$ cat config.mk
export PLATFORM = sky130hd
export DESIGN_NAME = fsi_fault_status_unit
export DESIGN_NICKNAME = d
export VERILOG_FILES = /design/src/logic/fsi_pkg.sv /design/src/logic/fsi_pulse_stretch.sv /design/src/logic/fsi_offset_sub.sv /design/src/logic/fsi_fault_status_unit.sv
export VERILOG_INCLUDE_DIRS = /design/src /design/src/logic
export SDC_FILE = /design/constraint.sdc
export NUM_CORES = 1
export LEC_CHECK = 0
export BUFFER_PORTS_ARGS = -buffer_cell sky130_fd_sc_hd__clkbuf_2
export CAP_MARGIN = 20
export CORE_ASPECT_RATIO = 1.1
export CORE_MARGIN = 2
export CORE_UTILIZATION = 58
export DETAILED_ROUTE_END_ITERATION = 6
export PLACE_DENSITY = 0.83
export SYNTH_ARGS = -nofsm -noshare
export SYNTH_HDL_FRONTEND = slang
export SYNTH_SLANG_ARGS = --single-unit
$ cat constraint.sdc
create_clock -name clk_sys_in -period 7 [get_ports clk_sys_in]
set_input_delay 0.7 -clock clk_sys_in [delete_from_list [all_inputs] [get_ports clk_sys_in]]
set_output_delay 0.7 -clock clk_sys_in [all_outputs]
set_load 0.01 [all_outputs]
$ cat src/logic/fsi_defs.svh
// Offsets, field positions, reset values and timing counts
`ifndef FSI_DEFS_SVH
`define FSI_DEFS_SVH
// ==========================================
// Register byte addresses
`define FSI_A_IO_CFG 8'h00
`define FSI_A_MISC_CFG 8'h04
`define FSI_A_IRQ_EN 8'h08
`define FSI_A_STATUS 8'h0c
`define FSI_A_DIAG 8'h10
`define FSI_A_BAD_CODE 8'h14
`define FSI_A_OFC1 8'h18
`define FSI_A_OFC2 8'h1c
// ==========================================
// Field positions
`define FSI_IO_HD 0
`define FSI_IO_SLEW 1
`define FSI_IO_PINSEL 2
`define FSI_IO_BADEN 3
`define FSI_IO_G1OE 4
`define FSI_IO_G2OE 5
`define FSI_EN_LOFF 0
`define FSI_EN_RANGE 1
`define FSI_EN_FIFO 2
`define FSI_EN_CLK 3
`define FSI_EN_DEB_LO 4
`define FSI_EN_DEB_HI 5
// ==========================================
// Reset values
`define FSI_IO_CFG_RST 6'h00
`define FSI_IRQ_EN_RST 6'h00
`define FSI_OFC_RST 24'h000000
// ==========================================
// Timing
`define FSI_CLK_KHZ 25000
`define FSI_LOFF_LONG_US 15600
`define FSI_LOFF_SHORT_US 7800
`define FSI_FIFO_PULSE_NS 4000
`define FSI_LOFF_LONG_CYC (`FSI_LOFF_LONG_US * `FSI_CLK_KHZ / 1000)
`define FSI_LOFF_SHORT_CYC (`FSI_LOFF_SHORT_US * `FSI_CLK_KHZ / 1000)
`define FSI_FIFO_CYC ((`FSI_FIFO_PULSE_NS * `FSI_CLK_KHZ + 999999) / 1000000)
`define FSI_RANGE_TICKS 2
`define FSI_LIMIT_UA 500
`endif

$ cat src/logic/fsi_pkg.sv
// Types shared by the fault status unit
package fsi_pkg;
  typedef enum logic {CAL_IDLE, CAL_MEASURE} fsi_cal_state_t;
  typedef logic [1:0] fsi_resp_t;
endpackage : fsi_pkg

$ cat src/logic/fsi_pulse_stretch.sv
// Minimum-length pulse generator counting enable ticks
`timescale 1ns/1ns
module fsi_pulse_stretch #(
  parameter int CW = 20
) (
  input wire logic clk_sys_in,
  input wire logic rstn_in,
  input wire logic trig_in,
  input wire logic tick_in,
  input wire logic [CW-1:0] load_in,
  output logic pulse_out
);
  logic [CW-1:0] cnt_reg;
  always_ff @(posedge clk_sys_in or negedge rstn_in) begin
    if (!rstn_in) begin
      cnt_reg <= '0;
    end else if (trig_in) begin
      cnt_reg <= load_in;
    end else if (tick_in && cnt_reg != '0) begin
      cnt_reg <= cnt_reg - 1'b1;
    end
  end
  assign pulse_out = (cnt_reg != '0);
endmodule : fsi_pulse_stretch

$ cat src/logic/fsi_offset_sub.sv
// Offset correction subtractor for one channel
`timescale 1ns/1ns
module fsi_offset_sub #(
  parameter int W = 24
) (
  input wire logic clk_sys_in,
  input wire logic rstn_in,
  input wire logic valid_in,
  input wire logic [W-1:0] raw_in,
  input wire logic [W-1:0] ofc_in,
  output logic [W-1:0] data_out,
  output logic valid_out
);
  always_ff @(posedge clk_sys_in or negedge rstn_in) begin
    if (!rstn_in) begin
      data_out <= '0;
      valid_out <= 1'b0;
    end else begin
      valid_out <= valid_in;
      if (valid_in) begin
        data_out <= raw_in - ofc_in;
      end
    end
  end
endmodule : fsi_offset_sub

$ cat src/logic/fsi_fault_status_unit.sv
// Fault status, short capture, interrupt routing and offset correction
// How it works
// In high-drive mode, output pin shorts are detected and current limited to 500uA.
// Only the first short is captured; software clears before a new capture.
// Ground short sets ground flag; supply short sets supply flag.
// Shared slew and high-drive bits govern pins; serial out has own drive bit.
// Software picks slew, drive and serial-out bits by required output frequency.
// Five interrupt sources routed to the selected general-purpose pin when enabled.
// An interrupt drives the selected pin high.
// Lead-off pulse lasts 15.6ms for debounce 2'b10, 7.8ms for 2'b01.
// Each source reaches the pin only when its enable bit is set.
// Range interrupt lasts at least one output data rate period.
// FIFO interrupt lasts at least 4us.
// Clock-missing interrupt holds until software clear or reset.
// Bad command interrupt records first command, holds until status cleared.
// Clock-missing diagnostic flag raised when external clock is absent.
// Frame-miss flag raised when a frame is missed or overwritten.
// Buffer error flag when FIFO disabled and read and write pointers differ.
// Separate flags for command check error and data check error.
// Positive and negative over-range flags per amplifier, plus initial-setting error.
// Positive and negative lead-off flags for leg drive and both channels.
// Calibration command measures offset and writes per-channel correction registers.
// Stored correction is subtracted from conversion results before readout.
// Correction registers are readable and writable by software.
// Sticky flags clear on write-one; clearing drops the interrupt they hold.
`timescale 1ns/1ns
`include "fsi_defs.svh"
module fsi_fault_status_unit import fsi_pkg::*; #(
  parameter int LOFF_LONG_CYC = `FSI_LOFF_LONG_CYC,
  parameter int LOFF_SHORT_CYC = `FSI_LOFF_SHORT_CYC,
  parameter int DW = 24
) (
  input wire logic clk_sys_in,
  input wire logic rstn_in,
  input wire logic [7:0] s_axi_awaddr_in,
  input wire logic s_axi_awvalid_in,
  output logic s_axi_awready_out,
  input wire logic [31:0] s_axi_wdata_in,
  input wire logic [3:0] s_axi_wstrb_in,
  input wire logic s_axi_wvalid_in,
  output logic s_axi_wready_out,
  output logic [1:0] s_axi_bresp_out,
  output logic s_axi_bvalid_out,
  input wire logic s_axi_bready_in,
  input wire logic [7:0] s_axi_araddr_in,
  input wire logic s_axi_arvalid_in,
  output logic s_axi_arready_out,
  output logic [31:0] s_axi_rdata_out,
  output logic [1:0] s_axi_rresp_out,
  output logic s_axi_rvalid_out,
  input wire logic s_axi_rready_in,
  input wire logic [4:0] pin_oe_in,
  input wire logic [4:0] pin_drive_in,
  input wire logic [4:0] pin_sense_in,
  output logic current_limit_out,
  output logic [4:0] pin_high_drive_out,
  output logic [4:0] pin_slew_out,
  input wire logic leadoff_event_in,
  input wire logic range_event_in,
  input wire logic data_rate_tick_in,
  input wire logic buffer_event_in,
  input wire logic clock_missing_in,
  input wire logic bad_command_in,
  input wire logic [7:0] bad_command_code_in,
  output logic [1:0] irq_pin_out,
  output logic [1:0] irq_pin_oe_out,
  input wire logic frame_miss_in,
  input wire logic fifo_enable_in,
  input wire logic [3:0] fifo_rd_ptr_in,
  input wire logic [3:0] fifo_wr_ptr_in,
  input wire logic cmd_check_error_in,
  input wire logic data_check_error_in,
  input wire logic init_setting_error_in,
  input wire logic [3:0] over_range_in,
  input wire logic [5:0] lead_off_in,
  input wire logic offset_cal_command_in,
  input wire logic sample_valid_in,
  input wire logic [DW-1:0] ch1_raw_in,
  input wire logic [DW-1:0] ch2_raw_in,
  output logic [DW-1:0] ch1_data_out,
  output logic [DW-1:0] ch2_data_out,
  output logic ch_valid_out,
  output logic cal_busy_out
);
  // ==========================================
  // Register bus
  logic aw_held_reg, w_held_reg, bvalid_reg, rvalid_reg;
  logic [7:0] aw_addr_reg;
  logic [31:0] w_data_reg, w_mask_reg, rdata_reg;
  fsi_resp_t bresp_reg, rresp_reg;
  logic do_write;
  logic [31:0] wr_val;
  logic [5:0] io_config_reg, irq_en_reg;
  logic serial_out_drive_sel;
  logic [7:0] status_reg, status_next, status_clr;
  logic [7:0] bad_code_reg;
  logic [DW-1:0] ofc1_reg, ofc2_reg;
  logic buffer_err_reg;
  fsi_cal_state_t cal_state_reg;
  logic [31:0] rd_mux;
  logic rd_ok, wr_ok;

  assign s_axi_awready_out = !aw_held_reg;
  assign s_axi_wready_out = !w_held_reg;
  assign s_axi_bvalid_out = bvalid_reg;
  assign s_axi_bresp_out = bresp_reg;
  assign s_axi_arready_out = !rvalid_reg;
  assign s_axi_rvalid_out = rvalid_reg;
  assign s_axi_rdata_out = rdata_reg;
  assign s_axi_rresp_out = rresp_reg;
  assign do_write = aw_held_reg && w_held_reg && !bvalid_reg;
  assign wr_val = w_data_reg & w_mask_reg;

  always_ff @(posedge clk_sys_in or negedge rstn_in) begin
    if (!rstn_in) begin
      aw_held_reg <= 1'b0;
      aw_addr_reg <= 8'h00;
    end else if (s_axi_awvalid_in && !aw_held_reg) begin
      aw_held_reg <= 1'b1;
      aw_addr_reg <= s_axi_awaddr_in;
    end else if (do_write) begin
      aw_held_reg <= 1'b0;
    end
  end

  always_ff @(posedge clk_sys_in or negedge rstn_in) begin
    if (!rstn_in) begin
      w_held_reg <= 1'b0;
      w_data_reg <= 32'h0;
      w_mask_reg <= 32'h0;
    end else if (s_axi_wvalid_in && !w_held_reg) begin
      w_held_reg <= 1'b1;
      w_data_reg <= s_axi_wdata_in;
      w_mask_reg <= {{8{s_axi_wstrb_in[3]}}, {8{s_axi_wstrb_in[2]}},
                     {8{s_axi_wstrb_in[1]}}, {8{s_axi_wstrb_in[0]}}};
    end else if (do_write) begin
      w_held_reg <= 1'b0;
    end
  end

  always_comb begin
    unique case (aw_addr_reg)
      `FSI_A_IO_CFG, `FSI_A_MISC_CFG, `FSI_A_IRQ_EN, `FSI_A_STATUS,
      `FSI_A_OFC1, `FSI_A_OFC2: wr_ok = 1'b1;
      default: wr_ok = 1'b0;
    endcase
  end

  always_ff @(posedge clk_sys_in or negedge rstn_in) begin
    if (!rstn_in) begin
      bvalid_reg <= 1'b0;
      bresp_reg <= 2'b00;
    end else if (do_write) begin
      bvalid_reg <= 1'b1;
      bresp_reg <= wr_ok ? 2'b00 : 2'b10;
    end else if (s_axi_bready_in) begin
      bvalid_reg <= 1'b0;
    end
  end

  // Merges byte lanes into a register's old value
  function automatic logic [31:0] merge(input logic [31:0] old);
    merge = (old & ~w_mask_reg) | wr_val;
  endfunction : merge

  always_ff @(posedge clk_sys_in or negedge rstn_in) begin
    if (!rstn_in) begin
      io_config_reg <= `FSI_IO_CFG_RST;
      irq_en_reg <= `FSI_IRQ_EN_RST;
      serial_out_drive_sel <= 1'b0;
    end else if (do_write) begin
      if (aw_addr_reg == `FSI_A_IO_CFG) begin
        io_config_reg <= 6'(merge({26'h0, io_config_reg}));
      end
      if (aw_addr_reg == `FSI_A_IRQ_EN) begin
        irq_en_reg <= 6'(merge({26'h0, irq_en_reg}));
      end
      if (aw_addr_reg == `FSI_A_MISC_CFG) begin
        serial_out_drive_sel <= 1'(merge({31'h0, serial_out_drive_sel}));
      end
    end
  end

  always_comb begin
    rd_ok = 1'b1;
    unique case (s_axi_araddr_in)
      `FSI_A_IO_CFG: rd_mux = {26'h0, io_config_reg};
      `FSI_A_MISC_CFG: rd_mux = {31'h0, serial_out_drive_sel};
      `FSI_A_IRQ_EN: rd_mux = {26'h0, irq_en_reg};
      `FSI_A_STATUS: rd_mux = {21'h0, cal_state_reg == CAL_MEASURE, init_setting_error_in,
                               buffer_err_reg, status_reg};
      `FSI_A_DIAG: rd_mux = {22'h0, lead_off_in, over_range_in};
      `FSI_A_BAD_CODE: rd_mux = {24'h0, bad_code_reg};
      `FSI_A_OFC1: rd_mux = {{(32-DW){1'b0}}, ofc1_reg};
      `FSI_A_OFC2: rd_mux = {{(32-DW){1'b0}}, ofc2_reg};
      default: begin
        rd_mux = 32'h0;
        rd_ok = 1'b0;
      end
    endcase
  end

  always_ff @(posedge clk_sys_in or negedge rstn_in) begin
    if (!rstn_in) begin
      rvalid_reg <= 1'b0;
      rdata_reg <= 32'h0;
      rresp_reg <= 2'b00;
    end else if (s_axi_arvalid_in && !rvalid_reg) begin
      rvalid_reg <= 1'b1;
      rdata_reg <= rd_mux;
      rresp_reg <= rd_ok ? 2'b00 : 2'b10;
    end else if (s_axi_rready_in) begin
      rvalid_reg <= 1'b0;
    end
  end

  // ==========================================
  // Pin drive and short capture
  logic high_drive_sel, slew_rate_sel;
  logic gnd_hit, supply_hit;
  assign high_drive_sel = io_config_reg[`FSI_IO_HD];
  assign slew_rate_sel = io_config_reg[`FSI_IO_SLEW];
  assign pin_high_drive_out = {{4{high_drive_sel}}, serial_out_drive_sel};
  assign pin_slew_out = {5{slew_rate_sel}};
  assign gnd_hit = high_drive_sel && |(pin_oe_in & pin_drive_in & ~pin_sense_in);
  assign supply_hit = high_drive_sel && |(pin_oe_in & ~pin_drive_in & pin_sense_in);
  assign status_clr = (do_write && aw_addr_reg == `FSI_A_STATUS) ? wr_val[7:0] : 8'h00;

  always_ff @(posedge clk_sys_in or negedge rstn_in) begin
    if (!rstn_in) begin
      current_limit_out <= 1'b0;
    end else begin
      current_limit_out <= gnd_hit || supply_hit;
    end
  end

  // Status bits: 0 gnd short, 1 supply short, 2 clock miss, 3 bad command,
  // 4 frame miss, 5 command check, 6 data check; set wins over clear
  always_comb begin
    status_next = status_reg & ~status_clr;
    if (status_next[1:0] == 2'b00) begin
      status_next[0] = gnd_hit;
      status_next[1] = supply_hit;
    end
    status_next[2] = status_next[2] | clock_missing_in;
    status_next[3] = status_next[3] | bad_command_in;
    status_next[4] = status_next[4] | frame_miss_in;
    status_next[5] = status_next[5] | cmd_check_error_in;
    status_next[6] = status_next[6] | data_check_error_in;
    status_next[7] = 1'b0;
  end

  always_ff @(posedge clk_sys_in or negedge rstn_in) begin
    if (!rstn_in) begin
      status_reg <= 8'h00;
    end else begin
      status_reg <= status_next;
    end
  end

  always_ff @(posedge clk_sys_in or negedge rstn_in) begin
    if (!rstn_in) begin
      bad_code_reg <= 8'h00;
    end else if (bad_command_in && !status_reg[3]) begin
      bad_code_reg <= bad_command_code_in;
    end
  end

  always_ff @(posedge clk_sys_in or negedge rstn_in) begin
    if (!rstn_in) begin
      buffer_err_reg <= 1'b0;
    end else begin
      buffer_err_reg <= !fifo_enable_in && (fifo_rd_ptr_in != fifo_wr_ptr_in);
    end
  end

  // ==========================================
  // Interrupt sources and pin routing
  logic leadoff_irq, range_irq, buffer_irq, clock_loss_irq, bad_command_irq, irq_any;
  logic [19:0] loff_load;
  logic [1:0] debounce_sel;
  logic irq_pin_select, bad_command_irq_enable;
  assign debounce_sel = irq_en_reg[`FSI_EN_DEB_HI:`FSI_EN_DEB_LO];
  assign irq_pin_select = io_config_reg[`FSI_IO_PINSEL];
  assign bad_command_irq_enable = io_config_reg[`FSI_IO_BADEN];

  always_comb begin
    unique case (debounce_sel)
      2'b10: loff_load = LOFF_LONG_CYC[19:0];
      2'b01: loff_load = LOFF_SHORT_CYC[19:0];
      default: loff_load = 20'h00001;
    endcase
  end

  fsi_pulse_stretch #(.CW(20)) u_loff (
    .clk_sys_in(clk_sys_in),
    .rstn_in(rstn_in),
    .trig_in(leadoff_event_in && irq_en_reg[`FSI_EN_LOFF]),
    .tick_in(1'b1),
    .load_in(loff_load),
    .pulse_out(leadoff_irq)
  );

  fsi_pulse_stretch #(.CW(20)) u_range (
    .clk_sys_in(clk_sys_in),
    .rstn_in(rstn_in),
    .trig_in(range_event_in && irq_en_reg[`FSI_EN_RANGE]),
    .tick_in(data_rate_tick_in),
    .load_in(20'(`FSI_RANGE_TICKS)),
    .pulse_out(range_irq)
  );

  fsi_pulse_stretch #(.CW(20)) u_fifo (
    .clk_sys_in(clk_sys_in),
    .rstn_in(rstn_in),
    .trig_in(buffer_event_in && irq_en_reg[`FSI_EN_FIFO]),
    .tick_in(1'b1),
    .load_in(20'(`FSI_FIFO_CYC)),
    .pulse_out(buffer_irq)
  );

  assign clock_loss_irq = status_reg[2] && irq_en_reg[`FSI_EN_CLK];
  assign bad_command_irq = status_reg[3] && bad_command_irq_enable;
  assign irq_any = leadoff_irq || range_irq || buffer_irq || clock_loss_irq || bad_command_irq;

  always_ff @(posedge clk_sys_in or negedge rstn_in) begin
    if (!rstn_in) begin
      irq_pin_out <= 2'b00;
      irq_pin_oe_out <= 2'b00;
    end else begin
      irq_pin_oe_out <= {io_config_reg[`FSI_IO_G2OE], io_config_reg[`FSI_IO_G1OE]};
      irq_pin_out <= {irq_any && irq_pin_select, irq_any && !irq_pin_select};
    end
  end

  // ==========================================
  // Offset calibration and correction
  always_ff @(posedge clk_sys_in or negedge rstn_in) begin
    if (!rstn_in) begin
      cal_state_reg <= CAL_IDLE;
    end else begin
      unique case (cal_state_reg)
        CAL_IDLE: if (offset_cal_command_in) cal_state_reg <= CAL_MEASURE;
        CAL_MEASURE: if (sample_valid_in) cal_state_reg <= CAL_IDLE;
      endcase
    end
  end
  assign cal_busy_out = (cal_state_reg == CAL_MEASURE);

  // Calibration result wins over a software write in the same cycle
  always_ff @(posedge clk_sys_in or negedge rstn_in) begin
    if (!rstn_in) begin
      ofc1_reg <= `FSI_OFC_RST;
      ofc2_reg <= `FSI_OFC_RST;
    end else if (cal_busy_out && sample_valid_in) begin
      ofc1_reg <= ch1_raw_in;
      ofc2_reg <= ch2_raw_in;
    end else if (do_write && aw_addr_reg == `FSI_A_OFC1) begin
      ofc1_reg <= DW'(merge({{(32-DW){1'b0}}, ofc1_reg}));
    end else if (do_write && aw_addr_reg == `FSI_A_OFC2) begin
      ofc2_reg <= DW'(merge({{(32-DW){1'b0}}, ofc2_reg}));
    end
  end

  fsi_offset_sub #(.W(DW)) u_sub1 (
    .clk_sys_in(clk_sys_in),
    .rstn_in(rstn_in),
    .valid_in(sample_valid_in),
    .raw_in(ch1_raw_in),
    .ofc_in(ofc1_reg),
    .data_out(ch1_data_out),
    .valid_out(ch_valid_out)
  );

  fsi_offset_sub #(.W(DW)) u_sub2 (
    .clk_sys_in(clk_sys_in),
    .rstn_in(rstn_in),
    .valid_in(sample_valid_in),
    .raw_in(ch2_raw_in),
    .ofc_in(ofc2_reg),
    .data_out(ch2_data_out),
    .valid_out()
  );
endmodule : fsi_fault_status_unit

* Word level (Yosys, flattened, before mapping)
Cells that the tools add are included.
Storage, ports and cells: bits in registers 281, latch bits 0, bits in writable memories 0, ROM bits 0, bits of input ports 161, output and inout port bits 106, word-level logic and storage cells 160, memories 0
Operators by class: add/sub/neg operators 5, multipliers 0, div/mod/pow operators 0, $lt $le $gt $ge 0, equal/unequal tests 16, shift-type cells 0, muxes and demuxes 29, bitwise operators 26, reduce and logical (&&, ||, !) cells 56
Operator list (number):
- $pmux 24 s8 | 1
- $mux 20 | 6
- $mux 24 | 5
- $and 24x24->24 | 3
- $reduce_bool 20->1 | 3
- $sub 20x1->20 const B | 3
- $eq 8x5->1 const B | 6
- $or 24x24->24 | 2
- $sub 24x24->24 | 2
- $pmux 19 s2 | 1
- $eq 8x4->1 const B | 4
- $not 24->24 | 1
- $logic_and 1x1->1 | 21
- $and 5x5->5 | 4
- $reduce_bool 2->1 | 9
- $eq 8x3->1 const B | 2
- $logic_not 8->1 | 2
- $and 6x6->6 | 2
- $or 6x6->6 | 2
- $mux 1 | 11
- $not 5->5 | 2
- $reduce_or 5->1 | 2
- $reduce_and 2->1 | 4
- $reduce_or 8->1 | 1
- 16 further kinds | 33

* Longest topological paths before layout
word-level depth 8, mapped depth 10, gate-level depth less buffers 10

* Modules after synthesis
Synthesis repeated with hierarchy kept, for this count alone.
Unflattened totals: cell total of the unflattened synthesis 1509, area total of the unflattened synthesis 15424.8 sq um
Modules (own cells, without submodules):
- fsi_fault_status_unit | instances 1, cells an instance 579, area an instance 7273.2 sq um, seq. area each 3703.6 sq um
- fsi_pulse_stretch | instances 3, cells an instance 134, area an instance 1212.4 sq um, seq. area each 500.5 sq um
- fsi_offset_sub at u_sub2 | instances 1, cells an instance 275, area an instance 2321.0 sq um, seq. area each 625.6 sq um
- fsi_offset_sub at u_sub1 | instances 1, cells an instance 253, area an instance 2193.4 sq um, seq. area each 625.6 sq um

* Least setup slack after synthesis
OpenSTA, ideal clock, no wires.
kind input-to-reg, start point input port ch2_raw_in[0], end point register u_sub2.data_out[16], setup time 125 ps, arrival 2539 ps, required time 6875 ps, path slack 4336 ps, cell stages on the path 10, path buffers 0, cells stage by stage inv_1 ha_1 fa_1 nor2b_1 o2111ai_1 a21boi_1 a21oi_1 o21ai_0 xor2_1 mux2_2
On the way: word-level cells in the longest chain between the ends 1
Ends and longest elaborated chain:
- start: declaration | RTL line fsi_fault_status_unit.sv:79 | input wire logic [DW-1:0] ch2_raw_in,
- $sub 24x24->24 | RTL line fsi_offset_sub.sv:21 | data_out <= raw_in - ofc_in;
- end signal: assignment | RTL line fsi_offset_sub.sv:21
- end: declaration | RTL line fsi_offset_sub.sv:11 | output logic [W-1:0] data_out,
No other way between the ends. A chain may end at the register's enable or synchronous reset.

==> run summary <==
via/cell ratio: 6.077
postcts setup bufs: 0
FP Rows: 60
CP Launch Type: flop
status: completed
RSZ-0062 raised after global routing: false
number of buffers inserted by hold repair at cts: 0
initial antenna violation count: 3
vias in the first global route: 11870
routed len/inst: 18.71 um
Area Overhead vs Synth: 16.19%
min Tclk post-route: 2776 ps
number of port buffers: 247
final net count: 1904
Post-Route WL: 37770 um
H-tree levels: 1
Pint: 4143 uW
ys flop type: dfrtp_1
sequential share of power: 0.383
Global Route Usage Sum: 0.2899
Worst VDD drop: 0.2423 mV
Distinct cells, synth: 76
Initial Util: 0.5857
Die X: 153.2 um
CP endpoint kind: flop
CP Cell Sequence: ha_1 -> fa_1 -> nand2b_1 -> a21oi_1 -> a211oi_2 -> o21ai_1 -> o211ai_1 -> a21o_1 -> a31o_2
max cap viols: 0
Final Worst Setup Slack: 4224 ps
r2r setup slk: 4220 ps
critical path data arrival time: 3220 ps
global-route wire length before repair: 60880 um
Design Power: 6796 uW
clock skew: 22.70 ps
Post-Syn Instances: 1472
Worst-Margin Slew: 953.5 ps
register bit total from synthesis: 257
Finished Cell Area: 16500 um^2
combinational cell fraction of total power: 0.399
asr flop ratio synth: 1.000
register area share after synthesis: 0.4529
vias after detailed routing: 12270
Crit Path Max Fanout: 5
fin crit share: 0.3965
setup violators final: 0
Cell Area, Placed: 15570 um^2
worst-skew pair later-pin latency: 560 ps
multi-input logic area: 7166 um^2
Sw Pwr: 2653 uW
most frequent cells in the layout: dfrtp_1 (257), clkbuf_2 (246), nor2_1 (155), a21oi_1 (123), nand2_1 (119)
Placer Congestion: 0.8990
CTS tree: done
largest net degree at the start of global routing: 168
Pwr per Cell Area: 411.9 nW/um^2
CTS resizes: 0
clock share of power: 0.218
Post-synth EDFFs: 0
post-detail-place hpwl: 27730 um
pre-CTS WS: 3880 ps
endpoints failing hold: 0
Worst path max stage delay: 450 ps
grt ovf: 0
Crit Path Class: reg -> reg
Slew HR: 0.3637
yosys warns: 0
core area: 24250 um^2
Worst Path Required: 7440 ps
die span in y: 168.1 um
register area: 6431 um^2
Clock Root Buffer: clkbuf_16
CTS max path bufs: 3
DRC errors left: 0
slowest cell on the critical path: o21ai_1
first-pass detailed-route iteration total: 5
layout cell share with drive strength beyond 1: 0.2460
Post-Syn Area: 14200 um^2
Clock Sink Count: 257
commonest non-fill, non-tap cell in the layout: dfrtp_1
Mean Syn Cell Area: 9.648 um^2
Net Sw Frac: 0.3903
Pleak: 0.007595 uW
Antenna Nets Post-Route: 0
Num CTS Buffers: 27
Max Freq: 0.3603 GHz
fin cells: 2019
worst hold path type: in -> async
Fin Setup TNS: 0 ps
Die Footprint: 25750 um^2
FILL cells: 1821
IO Pins: 267
Reg clk slew, reported paths: 60 ps
DR iter-0 viols: 1087
dpl cells: 1967
max-slew violation count: 0
==> power by group through the flow <==
| stage | combinational, uW | clock (uW) | sequential [uW] |
|---|---|---|---|
| 6_report | 2710 | 1480 | 2600 |
| 3_5_place_dp | 2660 | 0 | 2600 |
| 5_1_grt | 3030 | 1560 | 2670 |
| 3_3_place_gp | 2570 | 0 | 2570 |
| 2_1_floorplan | 1940 | 0 | 2500 |
| 4_1_cts | 2690 | 1490 | 2580 |
==> layer usage <==
metal / up-vias / track usage / part of all wire / routed length [um]
met5: - / 0 / 0.00021 / 8
met4: 2 / 0.1035 / 0.034 / 1286
met3: 90 / 0.04633 / 0.089 / 3371
met2: 571 / 0.4719 / 0.48 / 17970
met1: 5949 / 0.3968 / 0.40 / 15140
li1: 5657 / - / - / -
==> synthesized netlist by cell type (all sizes together) (9+ instances only) <==
cell type / instances / area share
nand3b: 10 / 0.0056
nand2: 123 / 0.033
ha: 54 / 0.048
a22oi: 22 / 0.012
nor2b: 17 / 0.0075
mux2i: 12 / 0.0085
a21oi: 123 / 0.043
nor3: 30 / 0.013
clkbuf: 50 / 0.013
a22o: 10 / 0.0062
and3: 11 / 0.0048
nand3: 20 / 0.0079
or3: 9 / 0.0043
o21ai: 71 / 0.026
o22ai: 61 / 0.027
mux2: 84 / 0.067
a21o: 14 / 0.0074
o211ai: 10 / 0.0053
xor2: 34 / 0.021
nand4: 14 / 0.0062
nor2: 156 / 0.042
inv: 72 / 0.019
nor4: 17 / 0.011
o21a: 12 / 0.0063
buf: 29 / 0.013
dfrtp: 257 / 0.45
nand2b: 15 / 0.0066
xnor2: 50 / 0.031
==> cells by family (layout without fill, tap and decap cells) <==
logic type,after synthesis,count (layout),synth area share
adders and majority gates,56,56,0.05040
other,1,12,0.0002641
buffers and inverters,151,377,0.04564
and+or+nand+nor,443,443,0.1540
DFF,257,257,0.4529
xor gates and xnor gates,84,84,0.05181
muxes,98,98,0.07824
AOI/OAI and AO/OA,382,382,0.1668
==> cell type report <==
class	instances	area share
Sequential cell	257	0.3897
Inverter	72	0.01638
Clock inverter	13	0.009554
Clock buffer	36	0.04603
Antenna cell	2	0.0003033
Multi-Input combinational cell	1073	0.4343
Tap cell	310	0.02351
Timing Repair Buffer	256	0.08022
==> critical path: cells and delay by family, from the launching register on <==
family                   cells  cell delay (ps)
AO/OA/AOI/OAI                6             1420
adder cells (fa/ha/maj)      2              620
flip-flops                   1              430
AND/OR/NAND/NOR              1              180
==> path summary, 6_finish.rpt <==
path | cells after the start | endpoint | from
max | 9 | u_sub1.data_out[22] | flop
max in group asynchronous | 2 | s_axi_rdata_out[5] | rstn_in
min | 1 | u_sub2.data_out[17] | rstn_in
min in group clk_sys_in | 2 | buffer_err_reg | fifo_enable_in
max reg2reg | 9 | u_sub1.data_out[22] | flop
min reg2reg | 0 | irq_pin_oe_out[1] | flop
==> per-stage QoR <==
stage	hold slack, ps	util
floorplan	371.0	-
global placement	395.8	0.6423
detailed placement	397.6	0.6423
CTS	184.6	0.6801
global route	205.2	0.6805
finish	147.7	0.6805
Power figures use the tool's default switching activity.
